File: src/margin_slew_pkg.sv
package margin_slew_pkg;
  localparam int          NUM_CH       = 4;
  localparam int          CODE_W       = 12;
  localparam logic [7:0]  ADDR_MHIGH0  = 8'h01;
  localparam logic [7:0]  ADDR_MLOW0   = 8'h02;
  localparam logic [7:0]  ADDR_VOUT0   = 8'h03;
  localparam logic [7:0]  ADDR_FUNC0   = 8'h06;
  localparam logic [7:0]  CH_STRIDE    = 8'h06;
  localparam logic [7:0]  ADDR_COMMON  = 8'h1F;
  localparam logic [7:0]  ADDR_TRIGGER = 8'h20;
  localparam logic [7:0]  ADDR_PINCFG  = 8'h24;
  localparam logic [7:0]  ADDR_OPCMD0  = 8'h30;
  localparam logic [15:0] SAVE_NVM_VAL = 16'h0002;
  localparam logic [7:0]  OP_OFF       = 8'h00;
  localparam logic [7:0]  OP_ON        = 8'h80;
  localparam logic [7:0]  OP_MHIGH     = 8'hA4;
  localparam logic [7:0]  OP_MLOW      = 8'h94;
  // pin setup fields
  localparam int          PIN_EN_BIT   = 0;
  localparam int          PIN_SDO_BIT  = 1;
  localparam int          PIN_FN_LSB   = 1;
  localparam int          PIN_SEL_LSB  = 5;
  localparam logic [3:0]  FN_MARGIN    = 4'h2;
  localparam logic [3:0]  FN_POWER     = 4'h4;
  // function setup fields
  localparam int          STEP_LSB     = 4;
  localparam int          RATE_LSB     = 0;
  // common setup: 2 power bits per channel, 2'b00 = up
  localparam int          PD_LSB       = 1;
  localparam logic [1:0]  PD_HIZ       = 2'b11;
  localparam int          TIMEOUT_BIT  = 0;
  localparam logic [15:0] RST_PINCFG   = 16'h0000;
  localparam logic [15:0] RST_COMMON   = 16'h1FFE;
  localparam logic [15:0] RST_FUNC     = 16'h0000;
  localparam int          BASE_TICK    = 100;
  localparam int          I2C_TO_NS    = 30000;
  localparam int          CLK_NS       = 10;
  localparam int          I2C_TO_CYC   = I2C_TO_NS / CLK_NS;
  typedef enum logic [1:0] {PROTO_I2C, PROTO_SPI, PROTO_PMBUS} proto_t;
  typedef struct packed {
    logic        valid;
    logic [7:0]  addr;
    logic [15:0] data;
  } reg_wr_t;
endpackage

File: src/slew_channel.sv
`timescale 1ns/1ps
module slew_channel
  import margin_slew_pkg::*;
(
  input  wire logic              clk_i,
  input  wire logic              rst_n_i,
  input  wire logic              tick_i,
  input  wire logic              load_i,
  input  wire logic [CODE_W-1:0] load_code_i,
  input  wire logic              go_i,
  input  wire logic [CODE_W-1:0] target_i,
  input  wire logic [3:0]        step_sel_i,
  input  wire logic [3:0]        rate_sel_i,
  output logic      [CODE_W-1:0] code_o
);
  logic [CODE_W-1:0] tgt_q;
  logic [CODE_W:0]   step;
  logic [19:0]       div_q;
  logic              slewing_q;

  assign step = (CODE_W+1)'(1) << step_sel_i[2:0];

  always_ff @(posedge clk_i or negedge rst_n_i) begin
    if (!rst_n_i) begin
      code_o    <= '0;
      tgt_q     <= '0;
      div_q     <= '0;
      slewing_q <= 1'b0;
    end else if (load_i) begin
      code_o    <= load_code_i;
      slewing_q <= 1'b0;
    end else if (go_i) begin
      tgt_q     <= target_i;
      div_q     <= '0;
      slewing_q <= 1'b1;
    end else if (slewing_q && tick_i) begin
      if (div_q < 20'(rate_sel_i)) begin
        div_q <= div_q + 20'd1;
      end else begin
        // one step per interval, clamp at target
        div_q <= '0;
        if (code_o < tgt_q) begin
          code_o <= ({1'b0, tgt_q} - {1'b0, code_o} <= step) ? tgt_q :
                    code_o + step[CODE_W-1:0];
        end else if (code_o > tgt_q) begin
          code_o <= ({1'b0, code_o} - {1'b0, tgt_q} <= step) ? tgt_q :
                    code_o - step[CODE_W-1:0];
        end else begin
          slewing_q <= 1'b0;
        end
      end
    end
  end
endmodule

File: src/margin_slew_ctrl.sv
`timescale 1ns/1ps
module margin_slew_ctrl
  import margin_slew_pkg::*;
#(
  parameter int TIMEOUT_CYC = I2C_TO_CYC
) (
  input  wire logic                     clk_i,
  input  wire logic                     rst_n_i,
  input  wire logic                     spi_sel_pin_i,
  input  wire logic                     pmbus_pin_i,
  input  wire logic                     gp_pin_i,
  input  wire logic                     wr_valid_i,
  input  wire logic [7:0]               wr_addr_i,
  input  wire logic [15:0]              wr_data_i,
  input  wire logic                     rd_req_i,
  input  wire logic [7:0]               rd_addr_i,
  input  wire logic                     bus_active_i,
  input  wire logic                     nvm_done_i,
  input  wire logic [NUM_CH*16-1:0]     nvm_code_i,
  output logic [1:0]                    proto_o,
  output logic                          proto_locked_o,
  output logic                          bus_timeout_o,
  output logic [15:0]                   rd_data_o,
  output logic                          rd_valid_o,
  output logic                          sdo_en_o,
  output logic                          nvm_save_o,
  output logic [NUM_CH*16-1:0]          code_o,
  output logic [NUM_CH-1:0]             out_on_o,
  output logic [NUM_CH*2-1:0]           pd_mode_o
);
  reg_wr_t                   wr;
  logic [15:0]               pincfg_q;
  logic [15:0]               common_q;
  logic [15:0]               mhigh_q [NUM_CH];
  logic [15:0]               mlow_q  [NUM_CH];
  logic [15:0]               vout_q  [NUM_CH];
  logic [15:0]               func_q  [NUM_CH];
  logic [1:0]                gp_sync_q;
  logic                      gp_prev_q;
  logic [1:0]                spi_sync_q;
  logic [1:0]                pm_sync_q;
  logic [1:0]                lock_cnt_q;
  logic [6:0]                tick_cnt_q;
  logic                      tick;
  logic [31:0]               to_cnt_q;
  logic                      gp_rise;
  logic                      gp_fall;
  logic [NUM_CH-1:0]         ch_sel;
  logic [NUM_CH-1:0]         go;
  logic [NUM_CH-1:0]         load;
  logic [CODE_W-1:0]         target [NUM_CH];
  logic [CODE_W-1:0]         load_code [NUM_CH];
  logic [CODE_W-1:0]         ch_code [NUM_CH];
  logic [NUM_CH-1:0]         pd_q;
  logic                      pin_in;
  logic [3:0]                pin_fn;

  assign wr = '{valid: wr_valid_i, addr: wr_addr_i, data: wr_data_i};

  // pins from outside the clock domain
  always_ff @(posedge clk_i or negedge rst_n_i) begin
    if (!rst_n_i) begin
      gp_sync_q  <= '0;
      spi_sync_q <= '0;
      pm_sync_q  <= '0;
      gp_prev_q  <= 1'b0;
    end else begin
      gp_sync_q  <= {gp_sync_q[0], gp_pin_i};
      spi_sync_q <= {spi_sync_q[0], spi_sel_pin_i};
      pm_sync_q  <= {pm_sync_q[0], pmbus_pin_i};
      gp_prev_q  <= gp_sync_q[1];
    end
  end

  // detect once, then hold until rst_n_i is asserted
  always_ff @(posedge clk_i or negedge rst_n_i) begin
    if (!rst_n_i) begin
      lock_cnt_q     <= '0;
      proto_o        <= PROTO_I2C;
      proto_locked_o <= 1'b0;
    end else if (!proto_locked_o) begin
      if (lock_cnt_q != 2'd3) begin
        lock_cnt_q <= lock_cnt_q + 2'd1;
      end else begin
        proto_locked_o <= 1'b1;
        proto_o        <= spi_sync_q[1] ? PROTO_SPI :
                          pm_sync_q[1]  ? PROTO_PMBUS : PROTO_I2C;
      end
    end
  end

  // i2c and pmbus stall timeout (not spi), only when software enables it
  always_ff @(posedge clk_i or negedge rst_n_i) begin
    if (!rst_n_i) begin
      to_cnt_q      <= '0;
      bus_timeout_o <= 1'b0;
    end else if (proto_o == PROTO_SPI || !common_q[TIMEOUT_BIT] || !bus_active_i) begin
      to_cnt_q      <= '0;
      bus_timeout_o <= 1'b0;
    end else if (to_cnt_q == 32'(TIMEOUT_CYC - 1)) begin
      bus_timeout_o <= 1'b1;
    end else begin
      to_cnt_q <= to_cnt_q + 32'd1;
    end
  end

  // register writes: address, msb, lsb already assembled
  always_ff @(posedge clk_i or negedge rst_n_i) begin
    if (!rst_n_i) begin
      pincfg_q <= RST_PINCFG;
      common_q <= RST_COMMON;
      for (int i = 0; i < NUM_CH; i++) begin
        mhigh_q[i] <= '0;
        mlow_q[i]  <= '0;
        vout_q[i]  <= '0;
        func_q[i]  <= RST_FUNC;
      end
    end else if (wr.valid && !bus_timeout_o) begin
      if (wr.addr == ADDR_PINCFG) begin
        pincfg_q <= wr.data;
      end
      if (wr.addr == ADDR_COMMON) begin
        common_q <= wr.data;
      end
      for (int i = 0; i < NUM_CH; i++) begin
        if (wr.addr == ADDR_MHIGH0 + 8'(i) * CH_STRIDE) begin
          mhigh_q[i] <= wr.data;
        end
        if (wr.addr == ADDR_MLOW0 + 8'(i) * CH_STRIDE) begin
          mlow_q[i] <= wr.data;
        end
        if (wr.addr == ADDR_VOUT0 + 8'(i) * CH_STRIDE) begin
          vout_q[i] <= wr.data;
        end
        if (wr.addr == ADDR_FUNC0 + 8'(i) * CH_STRIDE) begin
          func_q[i] <= wr.data;
        end
      end
    end
  end

  // nvm save strobe
  always_ff @(posedge clk_i or negedge rst_n_i) begin
    if (!rst_n_i) begin
      nvm_save_o <= 1'b0;
    end else begin
      nvm_save_o <= wr.valid && !bus_timeout_o && wr.addr == ADDR_TRIGGER &&
                    wr.data == SAVE_NVM_VAL;
    end
  end

  // readback; spi needs the pin as data-out
  always_ff @(posedge clk_i or negedge rst_n_i) begin
    if (!rst_n_i) begin
      rd_data_o  <= '0;
      rd_valid_o <= 1'b0;
      sdo_en_o   <= 1'b0;
    end else begin
      sdo_en_o   <= proto_o == PROTO_SPI && pincfg_q[PIN_SDO_BIT] &&
                    !pincfg_q[PIN_EN_BIT];
      rd_valid_o <= rd_req_i && (proto_o != PROTO_SPI ||
                    (pincfg_q[PIN_SDO_BIT] && !pincfg_q[PIN_EN_BIT]));
      rd_data_o  <= '0;
      if (rd_addr_i == ADDR_PINCFG) begin
        rd_data_o <= pincfg_q;
      end
      if (rd_addr_i == ADDR_COMMON) begin
        rd_data_o <= common_q;
      end
      for (int i = 0; i < NUM_CH; i++) begin
        if (rd_addr_i == ADDR_MHIGH0 + 8'(i) * CH_STRIDE) begin
          rd_data_o <= mhigh_q[i];
        end
        if (rd_addr_i == ADDR_MLOW0 + 8'(i) * CH_STRIDE) begin
          rd_data_o <= mlow_q[i];
        end
        if (rd_addr_i == ADDR_VOUT0 + 8'(i) * CH_STRIDE) begin
          rd_data_o <= vout_q[i];
        end
        if (rd_addr_i == ADDR_FUNC0 + 8'(i) * CH_STRIDE) begin
          rd_data_o <= func_q[i];
        end
      end
    end
  end

  // slew time base
  always_ff @(posedge clk_i or negedge rst_n_i) begin
    if (!rst_n_i) begin
      tick_cnt_q <= '0;
    end else begin
      tick_cnt_q <= (tick_cnt_q == 7'(BASE_TICK - 1)) ? 7'd0 : tick_cnt_q + 7'd1;
    end
  end
  assign tick = tick_cnt_q == 7'(BASE_TICK - 1);

  assign pin_in  = pincfg_q[PIN_EN_BIT] && proto_o != PROTO_SPI;
  assign pin_fn  = pincfg_q[PIN_FN_LSB +: 4];
  assign ch_sel  = pincfg_q[PIN_SEL_LSB +: NUM_CH];
  assign gp_rise = pin_in && gp_sync_q[1] && !gp_prev_q;
  assign gp_fall = pin_in && !gp_sync_q[1] && gp_prev_q;

  // margin triggers from pin or operation command
  always_comb begin
    for (int i = 0; i < NUM_CH; i++) begin
      go[i]        = 1'b0;
      target[i]    = mlow_q[i][15 -: CODE_W];
      load[i]      = nvm_done_i;
      load_code[i] = nvm_code_i[i*16+15 -: CODE_W];
      if (ch_sel[i] && pin_fn == FN_MARGIN && (gp_rise || gp_fall)) begin
        go[i]     = 1'b1;
        target[i] = gp_rise ? mhigh_q[i][15 -: CODE_W] : mlow_q[i][15 -: CODE_W];
      end
      if (wr.valid && !bus_timeout_o && wr.addr == ADDR_OPCMD0 + 8'(i)) begin
        if (wr.data[15:8] == OP_MHIGH) begin
          go[i]     = 1'b1;
          target[i] = mhigh_q[i][15 -: CODE_W];
        end else if (wr.data[15:8] == OP_MLOW) begin
          go[i] = 1'b1;
        end
      end
    end
  end

  // power toggles act at once, no slew
  always_ff @(posedge clk_i or negedge rst_n_i) begin
    if (!rst_n_i) begin
      pd_q <= '1;
    end else begin
      for (int i = 0; i < NUM_CH; i++) begin
        if (ch_sel[i] && pin_fn == FN_POWER && gp_rise) begin
          pd_q[i] <= 1'b0;
        end else if (ch_sel[i] && pin_fn == FN_POWER && gp_fall) begin
          pd_q[i] <= 1'b1;
        end else if (wr.valid && !bus_timeout_o && wr.addr == ADDR_OPCMD0 + 8'(i)) begin
          if (wr.data[15:8] == OP_ON) begin
            pd_q[i] <= 1'b0;
          end else if (wr.data[15:8] == OP_OFF) begin
            pd_q[i] <= 1'b1;
          end
        end else if (wr.valid && !bus_timeout_o && wr.addr == ADDR_COMMON) begin
          pd_q[i] <= wr.data[PD_LSB+2*i +: 2] != 2'b00;
        end
      end
    end
  end

  // per-channel slew engines step the codes toward the targets
  for (genvar g = 0; g < NUM_CH; g++) begin : g_ch
    slew_channel u_slew (
      .clk_i       (clk_i),
      .rst_n_i     (rst_n_i),
      .tick_i      (tick),
      .load_i      (load[g]),
      .load_code_i (load_code[g]),
      .go_i        (go[g]),
      .target_i    (target[g]),
      .step_sel_i  (func_q[g][STEP_LSB +: 4]),
      .rate_sel_i  (func_q[g][RATE_LSB +: 4]),
      .code_o      (ch_code[g])
    );
  end

  always_ff @(posedge clk_i or negedge rst_n_i) begin
    if (!rst_n_i) begin
      code_o    <= '0;
      out_on_o  <= '0;
      pd_mode_o <= {NUM_CH{PD_HIZ}};
    end else begin
      for (int i = 0; i < NUM_CH; i++) begin
        code_o[i*16 +: 16] <= {ch_code[i], 4'h0};
        out_on_o[i]        <= !pd_q[i];
        // default hi-z unless common setup picks another mode
        pd_mode_o[i*2 +: 2] <= pd_q[i] ? (common_q[PD_LSB+2*i +: 2] == 2'b00 ?
                               PD_HIZ : common_q[PD_LSB+2*i +: 2]) : 2'b00;
      end
    end
  end
endmodule

File: config.mk
export PLATFORM = sky130hd
export DESIGN_NAME = margin_slew_ctrl
export DESIGN_NICKNAME = d
export VERILOG_FILES = /design/src/margin_slew_pkg.sv /design/src/slew_channel.sv /design/src/margin_slew_ctrl.sv
export SDC_FILE = /design/constraint.sdc
export NUM_CORES = 2
export LEC_CHECK = 0
export BUFFER_PORTS_ARGS = -buffer_cell sky130_fd_sc_hd__buf_2
export CAP_MARGIN = 20
export CORE_ASPECT_RATIO = 1.5
export CORE_UTILIZATION = 67
export CTS_CLUSTER_SIZE = 14
export DETAILED_ROUTE_END_ITERATION = 12
export PLACE_DENSITY = 0.95
export RECOVER_POWER = 25
export SYNTH_ARGS = -nofsm -noshare
export SYNTH_HDL_FRONTEND = slang
export SYNTH_SLANG_ARGS = --single-unit
File: constraint.sdc
create_clock -name clk_i -period 8.95 [get_ports clk_i]
set_input_delay 0.895 -clock clk_i [delete_from_list [all_inputs] [get_ports clk_i]]
set_output_delay 0.895 -clock clk_i [all_outputs]
set_load 0.05 [all_outputs]
Yosys cells after proc, flatten, opt, wreduce, memory -nomap -nowiden

Index checks and enable logic that the tools add are counted.

Register bits: 603
Output and inout bits: 99
Input bits: 105
Logic and storage cells: 460

Equal/unequal tests: 77
Reductions and logical operators: 125
Shifts and indexed selects: 4
Order comparisons: 20
Add/subtract/negate cells: 23
Bitwise operators: 3
Mux-type cells: 153

Operators with widths:

| operator              | count |
|---|---|
| $mux 12               | 48 |
| $mux 16               | 18 |
| $mux 20               | 12 |
| $le 13x13->1          | 8 |
| $sub 12x12->13        | 8 |
| $eq 8x4->1 const B    | 12 |
| $eq 8x5->1 const B    | 12 |
| $add 20x1->20 const B | 4 |
| $lt 20x4->1           | 4 |
| $mux 32               | 2 |
| $reduce_and 2->1      | 32 |
| $mux 1                | 62 |
| $eq 8x6->1 const B    | 7 |
| $shl 1x3->13 const A  | 4 |
| $add 12x12->12        | 4 |
| $gt 12x12->1          | 4 |
| $lt 12x12->1          | 4 |
| $sub 12x12->12        | 4 |
| $logic_and 1x1->1     | 41 |
| $ne 3x2->1 const B    | 12 |
| $add 32x1->32 const B | 1 |
| $eq 32x12->1 const B  | 1 |
| $eq 8x2->1 const B    | 4 |
| $eq 8x3->1 const B    | 4 |
| other kinds (23)      | 93 |

Logic depth before layout (Yosys ltp)

Word-level depth: 19
Gate-level depth with buffers: 20
Depth with buffers taken out: 18

Hierarchy

A second synthesis with hierarchy kept.

Cell total of the unflattened synthesis: 4,057
Area total of the unflattened synthesis: 39,178.8 um^2

By module, submodules not included:

| module                             | cells an instance | area an instance (um^2) | times used |
|---|---|---|---|
| margin_slew_ctrl                   | 1,661             | 19,815.3                | 1 |
| slew_channel at g_ch[1].u_slew ... | 621               | 4,898.4                 | 2 |
| slew_channel at g_ch[3].u_slew     | 579               | 4,845.9                 | 1 |
| slew_channel at g_ch[0].u_slew     | 575               | 4,720.8                 | 1 |

Worst setup path after synthesis

Ideal clock, no wire load.

Kind: register to register
Start point: register g_ch[3].u_slew.code_o[1]
End point: register g_ch[3].u_slew.code_o[0]
Setup slack: 4.782 ns
Stages on the path, launching flop included: 19
Library setup time: 0.083 ns
Arrival time: 4.085 ns
Period minus slack after synthesis: 4.168 ns
Cells stage by stage: dfrtp_1 -> inv_1 -> ha_1 -> nor2b_1 -> o31a_1 -> o21a_1 -> nor2_1 -> o21bai_1 -> a21oi_1 -> xnor2_1 -> ha_1 -> nand2_1 -> nor3_1 -> o21ai_0 -> or4b_4 -> or3_4 -> o21ai_4 -> mux2_2 -> o21ai_0

Word-level cells in the longest chain between the ends: 9

Ends and longest elaborated chain:

| element                | RTL line           | text |
|---|---|---|
| start, declared        | slew_channel.sv:14 | `output logic [CODE_W-1:0] code_o` |
| start signal, assigned | slew_channel.sv:30 | `code_o <= load_code_i;` |
| start signal, assigned | slew_channel.sv:43 | `code_o <= ({1'b0, tgt_q} - {1'b0, code_o} <= step) ? tgt_q :` |
| start signal, assigned | slew_channel.sv:46 | `code_o <= ({1'b0, code_o} - {1'b0, tgt_q} <= step) ? tgt_q :` |
| $sub 12x12->13         | slew_channel.sv:46 |  |
| $le 13x13->1           | slew_channel.sv:46 |  |
| $mux 12                | slew_channel.sv:46 |  |
| $mux 12                | slew_channel.sv:45 | `end else if (code_o > tgt_q) begin` |
| $mux 12                | slew_channel.sv:42 | `if (code_o < tgt_q) begin` |
| $mux 12                | slew_channel.sv:37 | `if (div_q < 20'(rate_sel_i)) begin` |
| $mux 12                | slew_channel.sv:36 | `end else if (slewing_q && tick_i) begin` |
| $mux 12                | slew_channel.sv:32 | `end else if (go_i) begin` |
| $mux 12                | slew_channel.sv:29 | `end else if (load_i) begin` |

Several ways; a longest one is shown, not always the timed one. The select of a mux whose other input is x is not followed.
A chain may end at the register's enable or synchronous reset.

Worst setup path after layout

Start point: input rd_addr_i[7]
End point: register rd_data_o[0]

Word-level cells in the longest chain between the ends: 19

Ends and longest elaborated chain:

| element              | RTL line                | text |
|---|---|---|
| start, declared      | margin_slew_ctrl.sv:16  | `input wire logic [7:0] rd_addr_i,` |
| $eq 8x6->1           | margin_slew_ctrl.sv:164 | `if (rd_addr_i == ADDR_PINCFG) begin` |
| $mux 16              | margin_slew_ctrl.sv:164 |  |
| $mux 16              | margin_slew_ctrl.sv:167 | `if (rd_addr_i == ADDR_COMMON) begin` |
| $mux 16              | margin_slew_ctrl.sv:171 | `if (rd_addr_i == ADDR_MHIGH0 + 8'(i) * CH_STRIDE) begin` |
| $mux 16              | margin_slew_ctrl.sv:174 | `if (rd_addr_i == ADDR_MLOW0 + 8'(i) * CH_STRIDE) begin` |
| $mux 16              | margin_slew_ctrl.sv:177 | `if (rd_addr_i == ADDR_VOUT0 + 8'(i) * CH_STRIDE) begin` |
| $mux 16              | margin_slew_ctrl.sv:180 | `if (rd_addr_i == ADDR_FUNC0 + 8'(i) * CH_STRIDE) begin` |
| $mux 16              | margin_slew_ctrl.sv:171 |  |
| [3 not listed]       | n/a                     |  |
| $mux 16              | margin_slew_ctrl.sv:171 |  |
| $mux 16              | margin_slew_ctrl.sv:174 |  |
| $mux 16              | margin_slew_ctrl.sv:177 |  |
| $mux 16              | margin_slew_ctrl.sv:180 |  |
| $mux 16              | margin_slew_ctrl.sv:171 |  |
| $mux 16              | margin_slew_ctrl.sv:174 |  |
| $mux 16              | margin_slew_ctrl.sv:177 |  |
| $mux 16 *            | margin_slew_ctrl.sv:180 |  |
| end signal, assigned | margin_slew_ctrl.sv:172 | `rd_data_o <= mhigh_q[i];` |
| end signal, assigned | margin_slew_ctrl.sv:175 | `rd_data_o <= mlow_q[i];` |
| end signal, assigned | margin_slew_ctrl.sv:178 | `rd_data_o <= vout_q[i];` |
| end, declared        | margin_slew_ctrl.sv:23  | `output logic [15:0] rd_data_o,` |

Every way passes the cells marked *; elsewhere a longest branch is shown, timed or not.

==> metrics <==
result of the run complete, but fails checks; violated checks capacitance limit, slew limit; tightest hold margin approximately 240 ps; number of fillers in the final layout roughly 3500; CTS H-Tree Depth 2; setup bufs post-CTS 0; busiest grt layer met2; Die Y-Extent between 200 and 300 um; portion of the clock cycle consumed by the worst path in the final layout 56.6%; unrepaired setup endpoints after global routing false; via count of the first global-routing pass 33545; number of nets with antenna violations after routing 0; FFs w/ async S/R, synth 100%; final wirelength 120 mm; final design utilization 73.2%; number of synthesized flops with an enable pin 0; Detailed Route Iter0 Violations 4176; Pins Over Slew Limit around 180; post-layout power 0.00722 W; count of boundary I/O pins 204; path type of the worst min-delay path input pin to asynchronous set/reset pin; met1 Usage GRT 46.3%; clock tree from TritonCTS built; number of standard cells after synthesis 3870; Post-Syn Area 37600 um^2; number of instances resized during post-cts repair 0; power density over the cells 177 nW/um^2; Yosys warning count 0; slew of the pin with the lowest slew margin 3660 ps; Post-layout nets 4296; post-route cell area ~40000 um^2; shortest clock period the worst path allows after layout 5070 ps; DRC Markers 0; total vias in the final route 33769; dpl hpwl a little over 80 mm; Clock Sinks 603; data arrival time of the worst path 5620 ps; largest fanout on the critical path 15; data required time at the worst endpoint 9500 ps; area of the placeable core roughly 56000 um^2; leakage component of the power 19.2 nW; number of buffers on the longest clock path 3; worst supply voltage drop on vdd 211 uV; initial antenna violation count 10; average detailed-routed wire length per instance 25.7 um; 1st-pass router iterations 13; share of the yosys chip area belonging to registers between 40 and 50%; P&R area growth vs syn 8.16%; root buffer cell sky130_fd_sc_hd__clkbuf_16; clock network latency to the later pin of the worst-skew pair 650 ps; DIE WIDTH 196 um; maximum number of pins on one net before global-route repair slightly below 200; met3 track utilization from global routing 13.4%; post-route setup TNS 0 ps; share of final-layout standard cells stronger than drive strength 1 between 10% and 20%; grt ovf 0; Setup crit end kind register; maximum capacitance violations 3; count of final setup violators 0; kind of start point of the critical path input pin; Highest Clock Rate just under 200 MHz; Cell Rows 106; final weighted congestion of routability-driven global placement 0.988; max_slew headroom -144%; starting density of the core 67.7%; overall track demand over capacity in global routing 41.7%; Worst Skew 16.4 ps; Distinct cells, synth 106; Synth Area per Inst 9.72 um^2; total of flip-flops plus latches after synthesis 603; number of clock buffers inserted by TritonCTS 57; first-pass GRT wire length 185 mm; average via count per standard cell 7.20; met2 usage between 60% and 70%; total count of hold-check failures in the final report 0; input/output buffers ~170; Die Area about 57000 um^2; number of hold buffers added after cts 0; leading register cell type out of synthesis sky130_fd_sc_hd__dfrtp_1; cell area after placement 38800 um^2; clk slew on worst S/H paths 70 ps; kind of critical path input pin to register
[cell families after synthesis]
family | count (synthesis) | share of synthesized area [%]
and+or+nand+nor | 1076 | 14.7
AOI/OAI and AO/OA | 1003 | 18.0
DFF | 603 | 40.2
buffers and inverters | 452 | 4.94
muxes | 368 | 10.8
adders and majority gates | 255 | 8.80
xor gates and xnor gates | 112 | 2.61
other | 1 | 0.00996
[cell usage in the layout, fill, tap and decap left out, types with 49 or more instances in the layout]
master                      count
sky130_fd_sc_hd__ha_1         239
sky130_fd_sc_hd__xnor2_1       76
sky130_fd_sc_hd__nand3_1       81
sky130_fd_sc_hd__a21oi_1      217
sky130_fd_sc_hd__inv_1        235
sky130_fd_sc_hd__nor2_1       286
sky130_fd_sc_hd__and3_1        49
sky130_fd_sc_hd__mux2i_1       66
sky130_fd_sc_hd__buf_2        170
sky130_fd_sc_hd__o22ai_1       61
sky130_fd_sc_hd__o21ai_0      196
sky130_fd_sc_hd__clkbuf_16     57
sky130_fd_sc_hd__mux2_2       302
sky130_fd_sc_hd__nor3_1        83
sky130_fd_sc_hd__dfrtp_1      579
sky130_fd_sc_hd__nand2_1      240
[path summary, 6_finish.rpt]
path / to / slack, ps / depth (start not counted) / startpoint
setup / recovery: rd_data_o[0] / 3880 / 9 / rd_addr_i[7]
hold / removal: code_o[56] / 240 / 1 / rst_n_i
setup reg to reg: g_ch[0].u_slew.code_o[0] / 3900 / 17 / g_ch[0].u_slew.code_o[1]
hold reg to reg: gp_sync_q[1] / 350 / 0 / gp_sync_q[0]
max in group asynchronous: g_ch[1].u_slew.div_q[15] / 4460 / 3 / rst_n_i
min in group clk_i: gp_sync_q[1] / 350 / 0 / gp_sync_q[0]
[layout make-up]
cell class / count / area (um^2) / area share [%]
diodes: 7 / 17.5 / 0.0430
repair buffers: 209 / 1140 / 2.81
inverters: 235 / 882 / 2.17
clock buffers: 84 / 1620 / 3.97
clock inverters: 20 / 294 / 0.722
multi-input cells: 2830 / 20700 / 51.0
well taps: 702 / 878 / 2.16
flip-flops and latches: 603 / 15100 / 37.1
[routing by layer]
| metal | vias to the layer above | wire length [um] |
|---|---|---|
| met1 | 16073 | 40000 |
| met2 | 2547 | 54500 |
| met3 | 899 | 14200 |
| met5 | - | 87 |
| met4 | 14 | 11600 |
| li1 | 14236 | - |
[stage by stage]
| step | instances | setup slack [ps] |
|---|---|---|
| after floorplan | 3885 | 4780 |
| after global placement | 4575 | 3970 |
| after detailed placement | 4575 | 3710 |
| after CTS | 4679 | 3960 |
| after global routing | 4685 | 3640 |
| final | 4690 | 3880 |
[power breakdown]
| part | total (W) | leakage [nW] | internal [W] | switching [W] |
|---|---|---|---|---|
| sequential | 0.00301 | 8.00 | 0.00286 | 0.000153 |
| combinational | 0.00165 | 10.3 | 0.000597 | 0.00105 |
| clock | 0.00256 | 0.939 | 0.00143 | 0.00113 |
[synth_stat cells (all sizes together) (40+ instances only)]
cell	number	area [um^2]
a21o	41	308
a21oi	221	1120
a22oi	46	345
a31oi	45	282
and3	49	307
buf	67	407
clkbuf	149	559
dfrtp	579	14500
ha	239	2990
inv	235	882
mux2	302	3400
mux2i	66	661
nand2	241	907
nand2b	40	250
nand3	81	405
nand4	44	282
nor2	287	1080
nor2b	47	294
nor3	89	467
o21a	42	315
o21ai	203	1030
o22ai	62	394
xnor2	76	666
[worst max-delay path, stage by stage]
cell                        delay [ps]
sky130_fd_sc_hd__buf_2             130
sky130_fd_sc_hd__or4_1             880
sky130_fd_sc_hd__nor2_1           1010
sky130_fd_sc_hd__nand2_1           730
sky130_fd_sc_hd__nand3_1           620
sky130_fd_sc_hd__a221oi_1          110
sky130_fd_sc_hd__o21ai_0           230
sky130_fd_sc_hd__o2111ai_1         560
sky130_fd_sc_hd__a211oi_1          430
[flip-flops by register name, indices dropped and copies added, names as in the netlist, 16 cells and up]
name                count
mlow_q                 64
g_ch.u_slew.code_o     48
to_cnt_q               32
vout_q                 64
func_q                 64
common_q               16
g_ch.u_slew.div_q      80
rd_data_o              16
code_o                 48
pincfg_q               16
mhigh_q                64
g_ch.u_slew.tgt_q      48
Note: power is estimated with default switching activity, not from simulation.
